<file path="config.mk">
export PLATFORM = sky130hd
export DESIGN_NAME = ctt_counter_timer
export DESIGN_NICKNAME = d
export VERILOG_FILES = /design/src/shared/ctt_pkg.sv /design/src/hdl/ctt_counter_timer.sv
export VERILOG_INCLUDE_DIRS = /design/src /design/src/shared
export SDC_FILE = /design/constraint.sdc
export NUM_CORES = 1
export LEC_CHECK = 0
export BUFFER_PORTS_ARGS = -buffer_cell sky130_fd_sc_hd__buf_4
export CORE_ASPECT_RATIO = 0.8
export CORE_MARGIN = 5
export CORE_UTILIZATION = 35
export CTS_CLUSTER_DIAMETER = 200
export DETAILED_ROUTE_END_ITERATION = 12
export GPL_TIMING_DRIVEN = 1
export SKIP_CTS_REPAIR_TIMING = 1
export SYNTH_ARGS = -nofsm -noshare
export SYNTH_HDL_FRONTEND = slang
export SYNTH_SLANG_ARGS = --single-unit
</file>
<file path="constraint.sdc">
create_clock -name aclk -period 4.5 [get_ports aclk]
set_clock_uncertainty 0.15 [all_clocks]
set_input_delay 0.45 -clock aclk [delete_from_list [all_inputs] [get_ports aclk]]
set_output_delay 0.45 -clock aclk [all_outputs]
set_load 0.02 [all_outputs]
</file>
<file path="src/shared/ctt_consts.svh">
// Register offsets, field positions, reset values and tick divisors of the counter/timer
`ifndef CTT_CONSTS_SVH
`define CTT_CONSTS_SVH

`define CTT_OFF_LOW 8'h00
`define CTT_OFF_HIGH 8'h04
`define CTT_OFF_AUX 8'h08
`define CTT_OFF_CMD 8'h0c
`define CTT_OFF_START 8'h10
`define CTT_OFF_STOP 8'h14
`define CTT_OFF_STATUS 8'h18
`define CTT_OFF_MASK 8'h1c
`define CTT_OFF_CLEAR 8'h20
`define CTT_OFF_CSR 8'h24

`define CTT_READY_BIT 3
`define CTT_AUX_TIMER_BIT 6
`define CTT_AUX_SRC_HI 5
`define CTT_AUX_SRC_LO 4
`define CTT_CMD_TO_ON 4'ha
`define CTT_CMD_TO_OFF 4'hc
`define CTT_CSR_SEL_CT 4'hd

`define CTT_RST_BYTE 8'h00
`define CTT_RST_COUNT 16'h0000
`define CTT_ROLLOVER 16'hffff
`define CTT_PRESCALE_W 8
`define CTT_DIV16_MASK 8'h0f
`define CTT_DIV256_MASK 8'hff

`define CTT_RESP_OKAY 2'h0
`define CTT_RESP_SLVERR 2'h2

`endif

</file>
<file path="src/shared/ctt_pkg.sv">
// Types shared by the counter/timer design
package ctt_pkg;

  // Counting engine states
  typedef enum logic [1:0] {
    st_idle,
    st_run,
    st_halt
  } ctt_state_t;

  // Counter clock sources selected by auxiliary control bits 5:4
  typedef enum logic [1:0] {
    src_ext_pin,
    src_sys_clk,
    src_sys_div16,
    src_sys_div256
  } ctt_src_t;

endpackage

</file>
<file path="src/hdl/ctt_counter_timer.sv">
// Counter/timer with receive time-out mode behind an AXI4-Lite register slave
`include "ctt_consts.svh"
`timescale 1ns/1ps
`default_nettype none

module ctt_counter_timer (
  input wire logic aclk,
  input wire logic aresetn,
  input wire logic [7:0] s_axi_awaddr,
  input wire logic s_axi_awvalid,
  output logic s_axi_awready,
  input wire logic [31:0] s_axi_wdata,
  input wire logic [3:0] s_axi_wstrb,
  input wire logic s_axi_wvalid,
  output logic s_axi_wready,
  output logic [1:0] s_axi_bresp,
  output logic s_axi_bvalid,
  input wire logic s_axi_bready,
  input wire logic [7:0] s_axi_araddr,
  input wire logic s_axi_arvalid,
  output logic s_axi_arready,
  output logic [31:0] s_axi_rdata,
  output logic [1:0] s_axi_rresp,
  output logic s_axi_rvalid,
  input wire logic s_axi_rready,
  input wire logic ct_ext_clk,
  input wire logic rx_char_load,
  output logic ct_out,
  output logic rx_baud16_tick,
  output logic tx_baud16_tick,
  output logic irq
);

  // Address match helper
  function automatic logic addr_hit(input logic [7:0] a, input logic [7:0] off);
    addr_hit = (a[7:2] == off[7:2]);
  endfunction

  logic aw_held;
  logic [7:0] aw_addr_q;
  logic w_held;
  logic [7:0] w_data_q;
  logic w_strb0_q;
  logic wr_fire;
  logic wr_ok;
  logic rd_fire;
  logic [7:0] rd_value;
  logic rd_ok;
  logic [7:0] preset_low_byte;
  logic [7:0] preset_high_byte;
  logic [7:0] auxiliary_control_reg;
  logic [7:0] baud_clock_select_reg;
  logic [7:0] interrupt_status_reg;
  logic [7:0] interrupt_mask_reg;
  logic to_mode;
  logic load_pend;
  ctt_pkg::ctt_state_t state;
  logic [15:0] count;
  logic ct_prev;
  logic ext_meta;
  logic ext_sync;
  logic ext_prev;
  logic [`CTT_PRESCALE_W-1:0] prescale;
  logic tick;
  logic timer_mode;
  logic start_cmd;
  logic stop_cmd;
  logic to_on_cmd;
  logic to_off_cmd;
  logic clear_wr;
  logic tmr_toggle;
  logic cnt_zero_hit;
  logic restart;
  logic set_ready;
  logic clr_ready;

  // Write channel capture, either order
  always_ff @(posedge aclk) begin
    if (!aresetn) begin
      aw_held <= 1'b0;
      aw_addr_q <= 8'h00;
    end else if (s_axi_awvalid && s_axi_awready) begin
      aw_held <= 1'b1;
      aw_addr_q <= s_axi_awaddr;
    end else if (wr_fire) begin
      aw_held <= 1'b0;
    end
  end

  always_ff @(posedge aclk) begin
    if (!aresetn) begin
      w_held <= 1'b0;
      w_data_q <= 8'h00;
      w_strb0_q <= 1'b0;
    end else if (s_axi_wvalid && s_axi_wready) begin
      w_held <= 1'b1;
      w_data_q <= s_axi_wdata[7:0];
      w_strb0_q <= s_axi_wstrb[0];
    end else if (wr_fire) begin
      w_held <= 1'b0;
    end
  end

  assign s_axi_awready = !aw_held;
  assign s_axi_wready = !w_held;
  assign wr_fire = aw_held && w_held && !s_axi_bvalid;

  // Writable addresses
  always_comb begin
    if (addr_hit(aw_addr_q, `CTT_OFF_LOW)) begin
      wr_ok = 1'b1;
    end else if (addr_hit(aw_addr_q, `CTT_OFF_HIGH)) begin
      wr_ok = 1'b1;
    end else if (addr_hit(aw_addr_q, `CTT_OFF_AUX)) begin
      wr_ok = 1'b1;
    end else if (addr_hit(aw_addr_q, `CTT_OFF_CMD)) begin
      wr_ok = 1'b1;
    end else if (addr_hit(aw_addr_q, `CTT_OFF_MASK)) begin
      wr_ok = 1'b1;
    end else if (addr_hit(aw_addr_q, `CTT_OFF_CLEAR)) begin
      wr_ok = 1'b1;
    end else if (addr_hit(aw_addr_q, `CTT_OFF_CSR)) begin
      wr_ok = 1'b1;
    end else begin
      wr_ok = 1'b0;
    end
  end

  // Write response, one cycle after both channels held
  always_ff @(posedge aclk) begin
    if (!aresetn) begin
      s_axi_bvalid <= 1'b0;
      s_axi_bresp <= `CTT_RESP_OKAY;
    end else if (wr_fire) begin
      s_axi_bvalid <= 1'b1;
      s_axi_bresp <= wr_ok ? `CTT_RESP_OKAY : `CTT_RESP_SLVERR;
    end else if (s_axi_bready) begin
      s_axi_bvalid <= 1'b0;
    end
  end

  // Register writes; byte lane 0 carries every register
  always_ff @(posedge aclk) begin
    if (!aresetn) begin
      preset_low_byte <= `CTT_RST_BYTE;
      preset_high_byte <= `CTT_RST_BYTE;
      auxiliary_control_reg <= `CTT_RST_BYTE;
      interrupt_mask_reg <= `CTT_RST_BYTE;
      baud_clock_select_reg <= `CTT_RST_BYTE;
    end else if (wr_fire && w_strb0_q) begin
      if (addr_hit(aw_addr_q, `CTT_OFF_LOW)) begin
        preset_low_byte <= w_data_q;
      end else if (addr_hit(aw_addr_q, `CTT_OFF_HIGH)) begin
        preset_high_byte <= w_data_q;
      end else if (addr_hit(aw_addr_q, `CTT_OFF_AUX)) begin
        auxiliary_control_reg <= w_data_q;
      end else if (addr_hit(aw_addr_q, `CTT_OFF_MASK)) begin
        interrupt_mask_reg <= w_data_q;
      end else if (addr_hit(aw_addr_q, `CTT_OFF_CSR)) begin
        baud_clock_select_reg <= w_data_q;
      end
    end
  end

  // Command decode from writes and reserved reads
  assign to_on_cmd = wr_fire && w_strb0_q && addr_hit(aw_addr_q, `CTT_OFF_CMD)
    && (w_data_q[7:4] == `CTT_CMD_TO_ON);
  assign to_off_cmd = wr_fire && w_strb0_q && addr_hit(aw_addr_q, `CTT_OFF_CMD)
    && (w_data_q[7:4] == `CTT_CMD_TO_OFF);
  assign clear_wr = wr_fire && w_strb0_q && addr_hit(aw_addr_q, `CTT_OFF_CLEAR);
  assign rd_fire = s_axi_arvalid && s_axi_arready;
  assign start_cmd = rd_fire && addr_hit(s_axi_araddr, `CTT_OFF_START) && !to_mode;
  assign stop_cmd = rd_fire && addr_hit(s_axi_araddr, `CTT_OFF_STOP) && !to_mode;

  // Read data select; count reads show the live counter
  always_comb begin
    rd_ok = 1'b1;
    if (addr_hit(s_axi_araddr, `CTT_OFF_LOW)) begin
      rd_value = count[7:0];
    end else if (addr_hit(s_axi_araddr, `CTT_OFF_HIGH)) begin
      rd_value = count[15:8];
    end else if (addr_hit(s_axi_araddr, `CTT_OFF_AUX)) begin
      rd_value = auxiliary_control_reg;
    end else if (addr_hit(s_axi_araddr, `CTT_OFF_START)) begin
      rd_value = 8'h00;
    end else if (addr_hit(s_axi_araddr, `CTT_OFF_STOP)) begin
      rd_value = 8'h00;
    end else if (addr_hit(s_axi_araddr, `CTT_OFF_STATUS)) begin
      rd_value = interrupt_status_reg;
    end else if (addr_hit(s_axi_araddr, `CTT_OFF_MASK)) begin
      rd_value = interrupt_mask_reg;
    end else if (addr_hit(s_axi_araddr, `CTT_OFF_CSR)) begin
      rd_value = baud_clock_select_reg;
    end else begin
      rd_value = 8'h00;
      rd_ok = 1'b0;
    end
  end

  // Read answer, one cycle after the address is taken
  always_ff @(posedge aclk) begin
    if (!aresetn) begin
      s_axi_rvalid <= 1'b0;
      s_axi_rdata <= 32'h0000_0000;
      s_axi_rresp <= `CTT_RESP_OKAY;
    end else if (rd_fire) begin
      s_axi_rvalid <= 1'b1;
      s_axi_rdata <= {24'h00_0000, rd_value};
      s_axi_rresp <= rd_ok ? `CTT_RESP_OKAY : `CTT_RESP_SLVERR;
    end else if (s_axi_rready) begin
      s_axi_rvalid <= 1'b0;
    end
  end

  assign s_axi_arready = !s_axi_rvalid;

  // External counter clock pin: two-stage synchroniser, then edge detect
  always_ff @(posedge aclk) begin
    if (!aresetn) begin
      ext_meta <= 1'b0;
      ext_sync <= 1'b0;
      ext_prev <= 1'b0;
    end else begin
      ext_meta <= ct_ext_clk;
      ext_sync <= ext_meta;
      ext_prev <= ext_sync;
    end
  end

  // Free-running prescaler for the divided system clock sources
  always_ff @(posedge aclk) begin
    if (!aresetn) begin
      prescale <= '0;
    end else begin
      prescale <= prescale + 8'h01;
    end
  end

  // Counter clock enable chosen by auxiliary bits 5:4
  always_comb begin
    case (ctt_pkg::ctt_src_t'(auxiliary_control_reg[`CTT_AUX_SRC_HI:`CTT_AUX_SRC_LO]))
      ctt_pkg::src_ext_pin: tick = ext_sync && !ext_prev;
      ctt_pkg::src_sys_clk: tick = 1'b1;
      ctt_pkg::src_sys_div16: tick = ((prescale & `CTT_DIV16_MASK) == `CTT_DIV16_MASK);
      default: tick = (prescale == `CTT_DIV256_MASK);
    endcase
  end

  // Mode and event terms
  assign timer_mode = auxiliary_control_reg[`CTT_AUX_TIMER_BIT] && !to_mode;
  assign tmr_toggle = (state == ctt_pkg::st_run) && tick && timer_mode && (count <= 16'h0001);
  assign cnt_zero_hit = (state == ctt_pkg::st_run) && tick && !timer_mode && !(to_mode && load_pend)
    && (count == 16'h0001);
  assign restart = (state == ctt_pkg::st_halt) && tick;
  assign set_ready = cnt_zero_hit || (tmr_toggle && ct_out);
  assign clr_ready = stop_cmd || to_on_cmd || (restart && to_mode)
    || (clear_wr && w_data_q[`CTT_READY_BIT]);

  // Time-out mode flag
  always_ff @(posedge aclk) begin
    if (!aresetn) begin
      to_mode <= 1'b0;
    end else if (to_on_cmd) begin
      to_mode <= 1'b1;
    end else if (to_off_cmd) begin
      to_mode <= 1'b0;
    end
  end

  // Receive load pulse held until the next counter clock
  always_ff @(posedge aclk) begin
    if (!aresetn) begin
      load_pend <= 1'b0;
    end else if (!to_mode) begin
      load_pend <= 1'b0;
    end else begin
      load_pend <= rx_char_load || (load_pend && !tick);
    end
  end

  // Counting engine
  always_ff @(posedge aclk) begin
    if (!aresetn) begin
      state <= ctt_pkg::st_idle;
      count <= `CTT_RST_COUNT;
      ct_out <= 1'b1;
    end else if (to_on_cmd) begin
      state <= ctt_pkg::st_idle;
      ct_out <= 1'b1;
    end else if (to_off_cmd) begin
      state <= ctt_pkg::st_idle;
    end else if (start_cmd) begin
      count <= {preset_high_byte, preset_low_byte};
      state <= ctt_pkg::st_run;
      ct_out <= 1'b1;
    end else if (stop_cmd && !timer_mode) begin
      state <= ctt_pkg::st_idle;
    end else if (tick) begin
      case (state)
        ctt_pkg::st_run: begin
          if (to_mode && load_pend) begin
            state <= ctt_pkg::st_halt;
          end else if (timer_mode) begin
            if (count <= 16'h0001) begin
              count <= {preset_high_byte, preset_low_byte};
              ct_out <= !ct_out;
            end else begin
              count <= count - 16'h0001;
            end
          end else if (count == 16'h0001) begin
            count <= 16'h0000;
            ct_out <= 1'b0;
            if (to_mode) begin
              state <= ctt_pkg::st_idle;
            end
          end else if (count == 16'h0000) begin
            count <= `CTT_ROLLOVER;
          end else begin
            count <= count - 16'h0001;
          end
        end
        ctt_pkg::st_halt: begin
          count <= {preset_high_byte, preset_low_byte};
          state <= ctt_pkg::st_run;
          ct_out <= 1'b1;
        end
        default: begin
          if (to_mode && load_pend) begin
            state <= ctt_pkg::st_halt;
          end
        end
      endcase
    end
  end

  // Counter ready status; a set beats any clear in the same cycle
  always_ff @(posedge aclk) begin
    if (!aresetn) begin
      interrupt_status_reg <= `CTT_RST_BYTE;
    end else if (set_ready) begin
      interrupt_status_reg[`CTT_READY_BIT] <= 1'b1;
    end else if (clr_ready) begin
      interrupt_status_reg[`CTT_READY_BIT] <= 1'b0;
    end
  end

  // Level interrupt from enabled status bits
  assign irq = |(interrupt_status_reg & interrupt_mask_reg);

  // 16x baud ticks on each rising edge of the timer output, for each side whose select nibble is hd
  always_ff @(posedge aclk) begin
    if (!aresetn) begin
      ct_prev <= 1'b1;
      rx_baud16_tick <= 1'b0;
      tx_baud16_tick <= 1'b0;
    end else begin
      ct_prev <= ct_out;
      rx_baud16_tick <= ct_out && !ct_prev && (baud_clock_select_reg[3:0] == `CTT_CSR_SEL_CT);
      tx_baud16_tick <= ct_out && !ct_prev && (baud_clock_select_reg[7:4] == `CTT_CSR_SEL_CT);
    end
  end
endmodule

`default_nettype wire

</file>
* Word-level counts from Yosys, hierarchy flattened
Index checks and enable logic that the tools add are counted.
Word-level totals: register bits after elaboration 109, latch bits 0, RAM bits 0, ROM bits 0, input bits 61, output and inout bits 45, logic and storage cells 214, memories kept 0
Cells by class: add/subtract/negate cells 2, $mul 0, divide/modulo/power cells 0, magnitude comparators 1, eq/ne operators 34, shift-type cells 0, muxes and demuxes 63, bitwise operators 8, reductions and logical operators 77
Operators by type and width (number):
- 2-to-1 mux 16 bit | 8
- 2-to-1 mux 8 bit | 8
- 2-to-1 mux 1 bit | 36
- logical AND 1 bit | 32
- case mux 16 bit (2 select lines) | 1
- equality test 6 x 3 -> 1 bit (second input constant) | 5
- equality test 4 bit (second input constant) | 5
- equality test 6 x 2 -> 1 bit (second input constant) | 3
- equality test 6 x 4 -> 1 bit (second input constant) | 3
- equality test 16 x 1 -> 1 bit (second input constant) | 1
- <= comparator 16 x 1 -> 1 bit (second input constant) | 1
- logical NOT 16 bit | 1
- subtractor 16 x 1 -> 16 bit (second input constant) | 1
- AND reduction 5 bit | 3
- 2-to-1 mux 2 bit | 7
- nonzero test 2 bit | 7
- equality test 6 x 1 -> 1 bit (second input constant) | 2
- logical NOT 6 bit | 2
- AND reduction 6 bit | 2
- logical NOT 1 bit | 11
- != test 5 x 3 -> 1 bit (second input constant) | 2
- nonzero test 3 bit | 3
- adder 8 x 1 -> 8 bit (second input constant) | 1
- AND 4 x 8 -> 8 bit | 1
- 24 further kinds | 39

* Logic depth before layout (Yosys ltp)
word-level depth 10, mapped depth 9, depth with buffers taken out 8

* Worst setup path before layout
No wires, ideal clock.
path kind reg-to-reg, start point register count[0], end point register count[12], setup time 132 ps, arrival time 1911 ps, data required time 4218 ps, setup slack 2306 ps, cell stages (with the launch flop) 9, path buffers 0, period minus slack after synthesis 2194 ps, path through dfxtp_1 > inv_1 > ha_1 > nor3b_1 > nand3_1 > or3_1 > xnor2_1 > a22oi_1 > a21oi_1
Between the ends: longest elaborated chain between the ends 9, elaborated cells on any way between the ends 13, classes of those cells 1 x add/sub; 1 x order compare; 1 x eq/ne; 9 x mux; 1 x reduce/logical
RTL lines:
- start: declaration | line ctt_counter_timer.sv:58 | logic [15:0] count;
- start signal: assignment | line ctt_counter_timer.sv:285 | count <= `CTT_RST_COUNT;
- start signal: assignment | line ctt_counter_timer.sv:293 | count <= {preset_high_byte, preset_low_byte};
- start signal: assignment | line ctt_counter_timer.sv:305 | count <= {preset_high_byte, preset_low_byte};
- subtractor 16 x 1 -> 16 bit / logical NOT 16 bit (equally long branches) | line ctt_counter_timer.sv:308, ctt_counter_timer.sv:319, ctt_counter_timer.sv:316
- 2-to-1 mux 16 bit | line ctt_counter_timer.sv:316 | end else if (count == 16'h0000) begin
- 2-to-1 mux 16 bit | line ctt_counter_timer.sv:310 | end else if (count == 16'h0001) begin
- 2-to-1 mux 16 bit * | line ctt_counter_timer.sv:303 | end else if (timer_mode) begin
- 2-to-1 mux 16 bit * | line ctt_counter_timer.sv:301 | if (to_mode && load_pend) begin
- case mux 16 bit (2 select lines) * | line ctt_counter_timer.sv:299 | case (state)
- 2-to-1 mux 16 bit * | line ctt_counter_timer.sv:298 | end else if (tick) begin
- 2-to-1 mux 16 bit * | line ctt_counter_timer.sv:296 | end else if (stop_cmd && !timer_mode) begin
- 2-to-1 mux 16 bit * | line ctt_counter_timer.sv:292 | end else if (start_cmd) begin
Mark *: on every way between the ends. The rest lies on a longest branch, timed or not. The select of a mux whose other input is x is not followed. A chain may end at the register's enable or synchronous reset.

* Final worst setup path
start point register count[0], end point register count[13]
The elaborated chain is that of the path after synthesis.

==> impl_metrics.env <==
export IMPL_status="completed"
export IMPL_n_fill_cell=1474
export IMPL_cts_root_buf="clkbuf_16"
export IMPL_synth_top_area_frac=0.402
export IMPL_gr_total_overflow=0
export IMPL_worstPathRequired_ns=4.63
export IMPL_async_reset_ff_frac=0
export IMPL_drt_wl_total_um=13500
export IMPL_dieArea_um2=17500
export IMPL_grt_pass1_vias=4065
export IMPL_die_x_um=147
export IMPL_hold_violations=0
export IMPL_dpl_cell_count=808
export IMPL_fin_tns_setup_ns=0
export IMPL_synthSimpleGateAreaFrac=0.233
export IMPL_ys_types=58
export IMPL_tightest_slew_ns=1.13
export IMPL_syn_area_per_cell_um2=8.62
export IMPL_grt_start_max_net_pins=105
export IMPL_worstSetupEndpointType="register"
export IMPL_diodes=0
export IMPL_synth_edf_count=0
export IMPL_grt_usage=0.155
export IMPL_io_buffers=48
export IMPL_synth_top_family_by_area="simple AND/OR/NAND/NOR gates"
export IMPL_whs_path_depth=2
export IMPL_max_cap_violations=0
export IMPL_setup_viol=0
export IMPL_peakVddDrop_mv=0.178
export IMPL_fin_crit_sh=0.623
export IMPL_dp_hpwl_um=9790
export IMPL_synth_compound_area_frac=0.192
export IMPL_maxSlewHeadroom=0.243
export IMPL_synthAdderAreaFrac=0.00719
export IMPL_gp_congestion=0.888
export IMPL_start_util=0.353
export IMPL_finalNonFillerCells=823
export IMPL_ys_warn_count=0
export IMPL_clock_fmax_ghz=0.357
export IMPL_critPathArrivalTime_ns=2.93
export IMPL_rows=40
export IMPL_ff2ff_path_depth=8
export IMPL_final_nets=694
export IMPL_startpoint_type="register"
export IMPL_yosysMostFrequentCell="dfxtp_1"
export IMPL_synth_common_cells="dfxtp_1, nand2_1, nor2b_1"
export IMPL_antenna_found_initial=0
export IMPL_drc_errors=0
export IMPL_first_iter_violations=339
export IMPL_clock_latency_ns=0.35
export IMPL_cts_htree_levels=3
export IMPL_largest_reg_flops=16
export IMPL_slew_violations=0
export IMPL_ant_nets=0
export IMPL_routedWlPerCell_um=16.3
export IMPL_syn_area_um2=5220
export IMPL_io_pins=106
export IMPL_cp_max_fo=8
export IMPL_final_layout_size_suffix_gt1_frac=0.118
export IMPL_ys_seq_area_frac=0.402
export IMPL_via_per_inst=5.31
export IMPL_cts_max_path_buffers=2
export IMPL_synth_area_leader_cell="dfxtp_1"
export IMPL_synth_area_leaders="dfxtp_1, mux2i_1, nand2_1"
export IMPL_worstSetupPathType="reg2reg"
export IMPL_p_leak_nw=2.30
export IMPL_ys_ff_latch=105
export IMPL_die_h_um=119
export IMPL_cts_tree="yes"
export IMPL_cts_made_buffers=9
export IMPL_fin_crit_ns=2.80
export IMPL_firstDrtPassIters=6
export IMPL_synth_area_mux_share=0.0613
export IMPL_grt_pass1_wl_um=21900
export IMPL_syn2layout_area_growth_pct=11.9
export IMPL_clk_pin_slew_ns=0.07
export IMPL_top_register="count"
export IMPL_synth_xor_area_frac=0.0285
export IMPL_synth_main_ff_cell="dfxtp_1"
export IMPL_min_path_type="in2reg"
export IMPL_synthCells=606
export IMPL_clkSinkCount=105
export IMPL_p_per_area_nw_per_um2=325
export IMPL_vias=4371
export IMPL_rsz0062_at_grt="no"
export IMPL_coreArea_um2=14800
[layout by cell type (no fill, tap or decap), types with 3 or more instances in the layout]
master     count
a31oi_1       17
nor4b_2        3
a221oi_1       4
or3_1          4
nand3b_1       3
o31ai_1        3
mux2i_1       32
nand2_1       67
xor2_1         8
and2_1        12
nand2b_1      11
nand3_1       26
nor4_1         6
a22oi_1       15
dfxtp_1      105
nor3_1         9
clkbuf_16      9
conb_1        26
o211a_1        3
nand4_1        5
ha_1           3
a222oi_1       3
a21boi_0      30
inv_1          8
xnor2_1        9
a21oi_1       26
nor2b_1       37
o21ai_0       36
nor2_1        27
buf_4         51
[metal layers]
layer	share of wire	global-route usage	vias up	wire, um
met4	0.012	0.0400	0	159
li1	-	-	2137	-
met3	0.074	0.0331	13	997
met1	0.51	0.238	2062	6850
met5	0	0	-	0
met2	0.40	0.216	159	5450
[logic make-up after synthesis]
family	count (synthesis)
mux	32
fa+ha+maj	3
other cells	1
flops	105
compound gates	152
xor+xnor	17
simple gates	225
buf+inv	71
[per-stage QoR]
stage	worst slack, ns	area (um^2)	utilization	hold WS (ns)	power, mW
3_5_place_dp	1.68	5570	0.376	0.273	1.18
4_1_cts	1.70	5850	0.395	0.155	1.92
2_1_floorplan	2.31	5320	-	0.262	1.13
5_1_grt	1.51	5850	0.395	0.157	1.98
3_3_place_gp	1.75	5570	0.376	0.267	1.18
6_report	1.70	5850	0.395	0.160	1.90
[final cells by class]
class	instances	area, um^2	share of cell area
well taps	189	236	0.0404
clock buffers	12	246	0.0422
multi-input cells	455	2820	0.483
repair buffers	51	383	0.0655
flip-flops and latches	105	2100	0.360
clock inverters	3	26.3	0.00449
inverters	8	30.0	0.00514
[final timing paths]
path	start	endpoint	slack, ns
max reg2reg	count[0]	count[13]	1.70
min	ct_ext_clk	ext_meta	0.16
max	count[0]	count[13]	1.70
min reg2reg	ext_meta	ext_sync	0.29
[power by group]
| part | internal, mW | switching [mW] |
|---|---|---|
| Clock | 0.392 | 0.349 |
| Combinational | 0.0723 | 0.109 |
| Sequential | 0.951 | 0.0270 |
| Total | 1.42 | 0.486 |
[critical path, stage by stage, from the launching register on]
cell      delay (ns)
dfxtp_1         0.36
inv_1           0.12
ha_1            0.25
nor3b_1         0.73
nand2_1         0.21
nor2_1          0.15
nand3_1         0.31
a21boi_0        0.25
a31oi_1         0.19
Note: power is estimated with default switching activity, not from simulation.
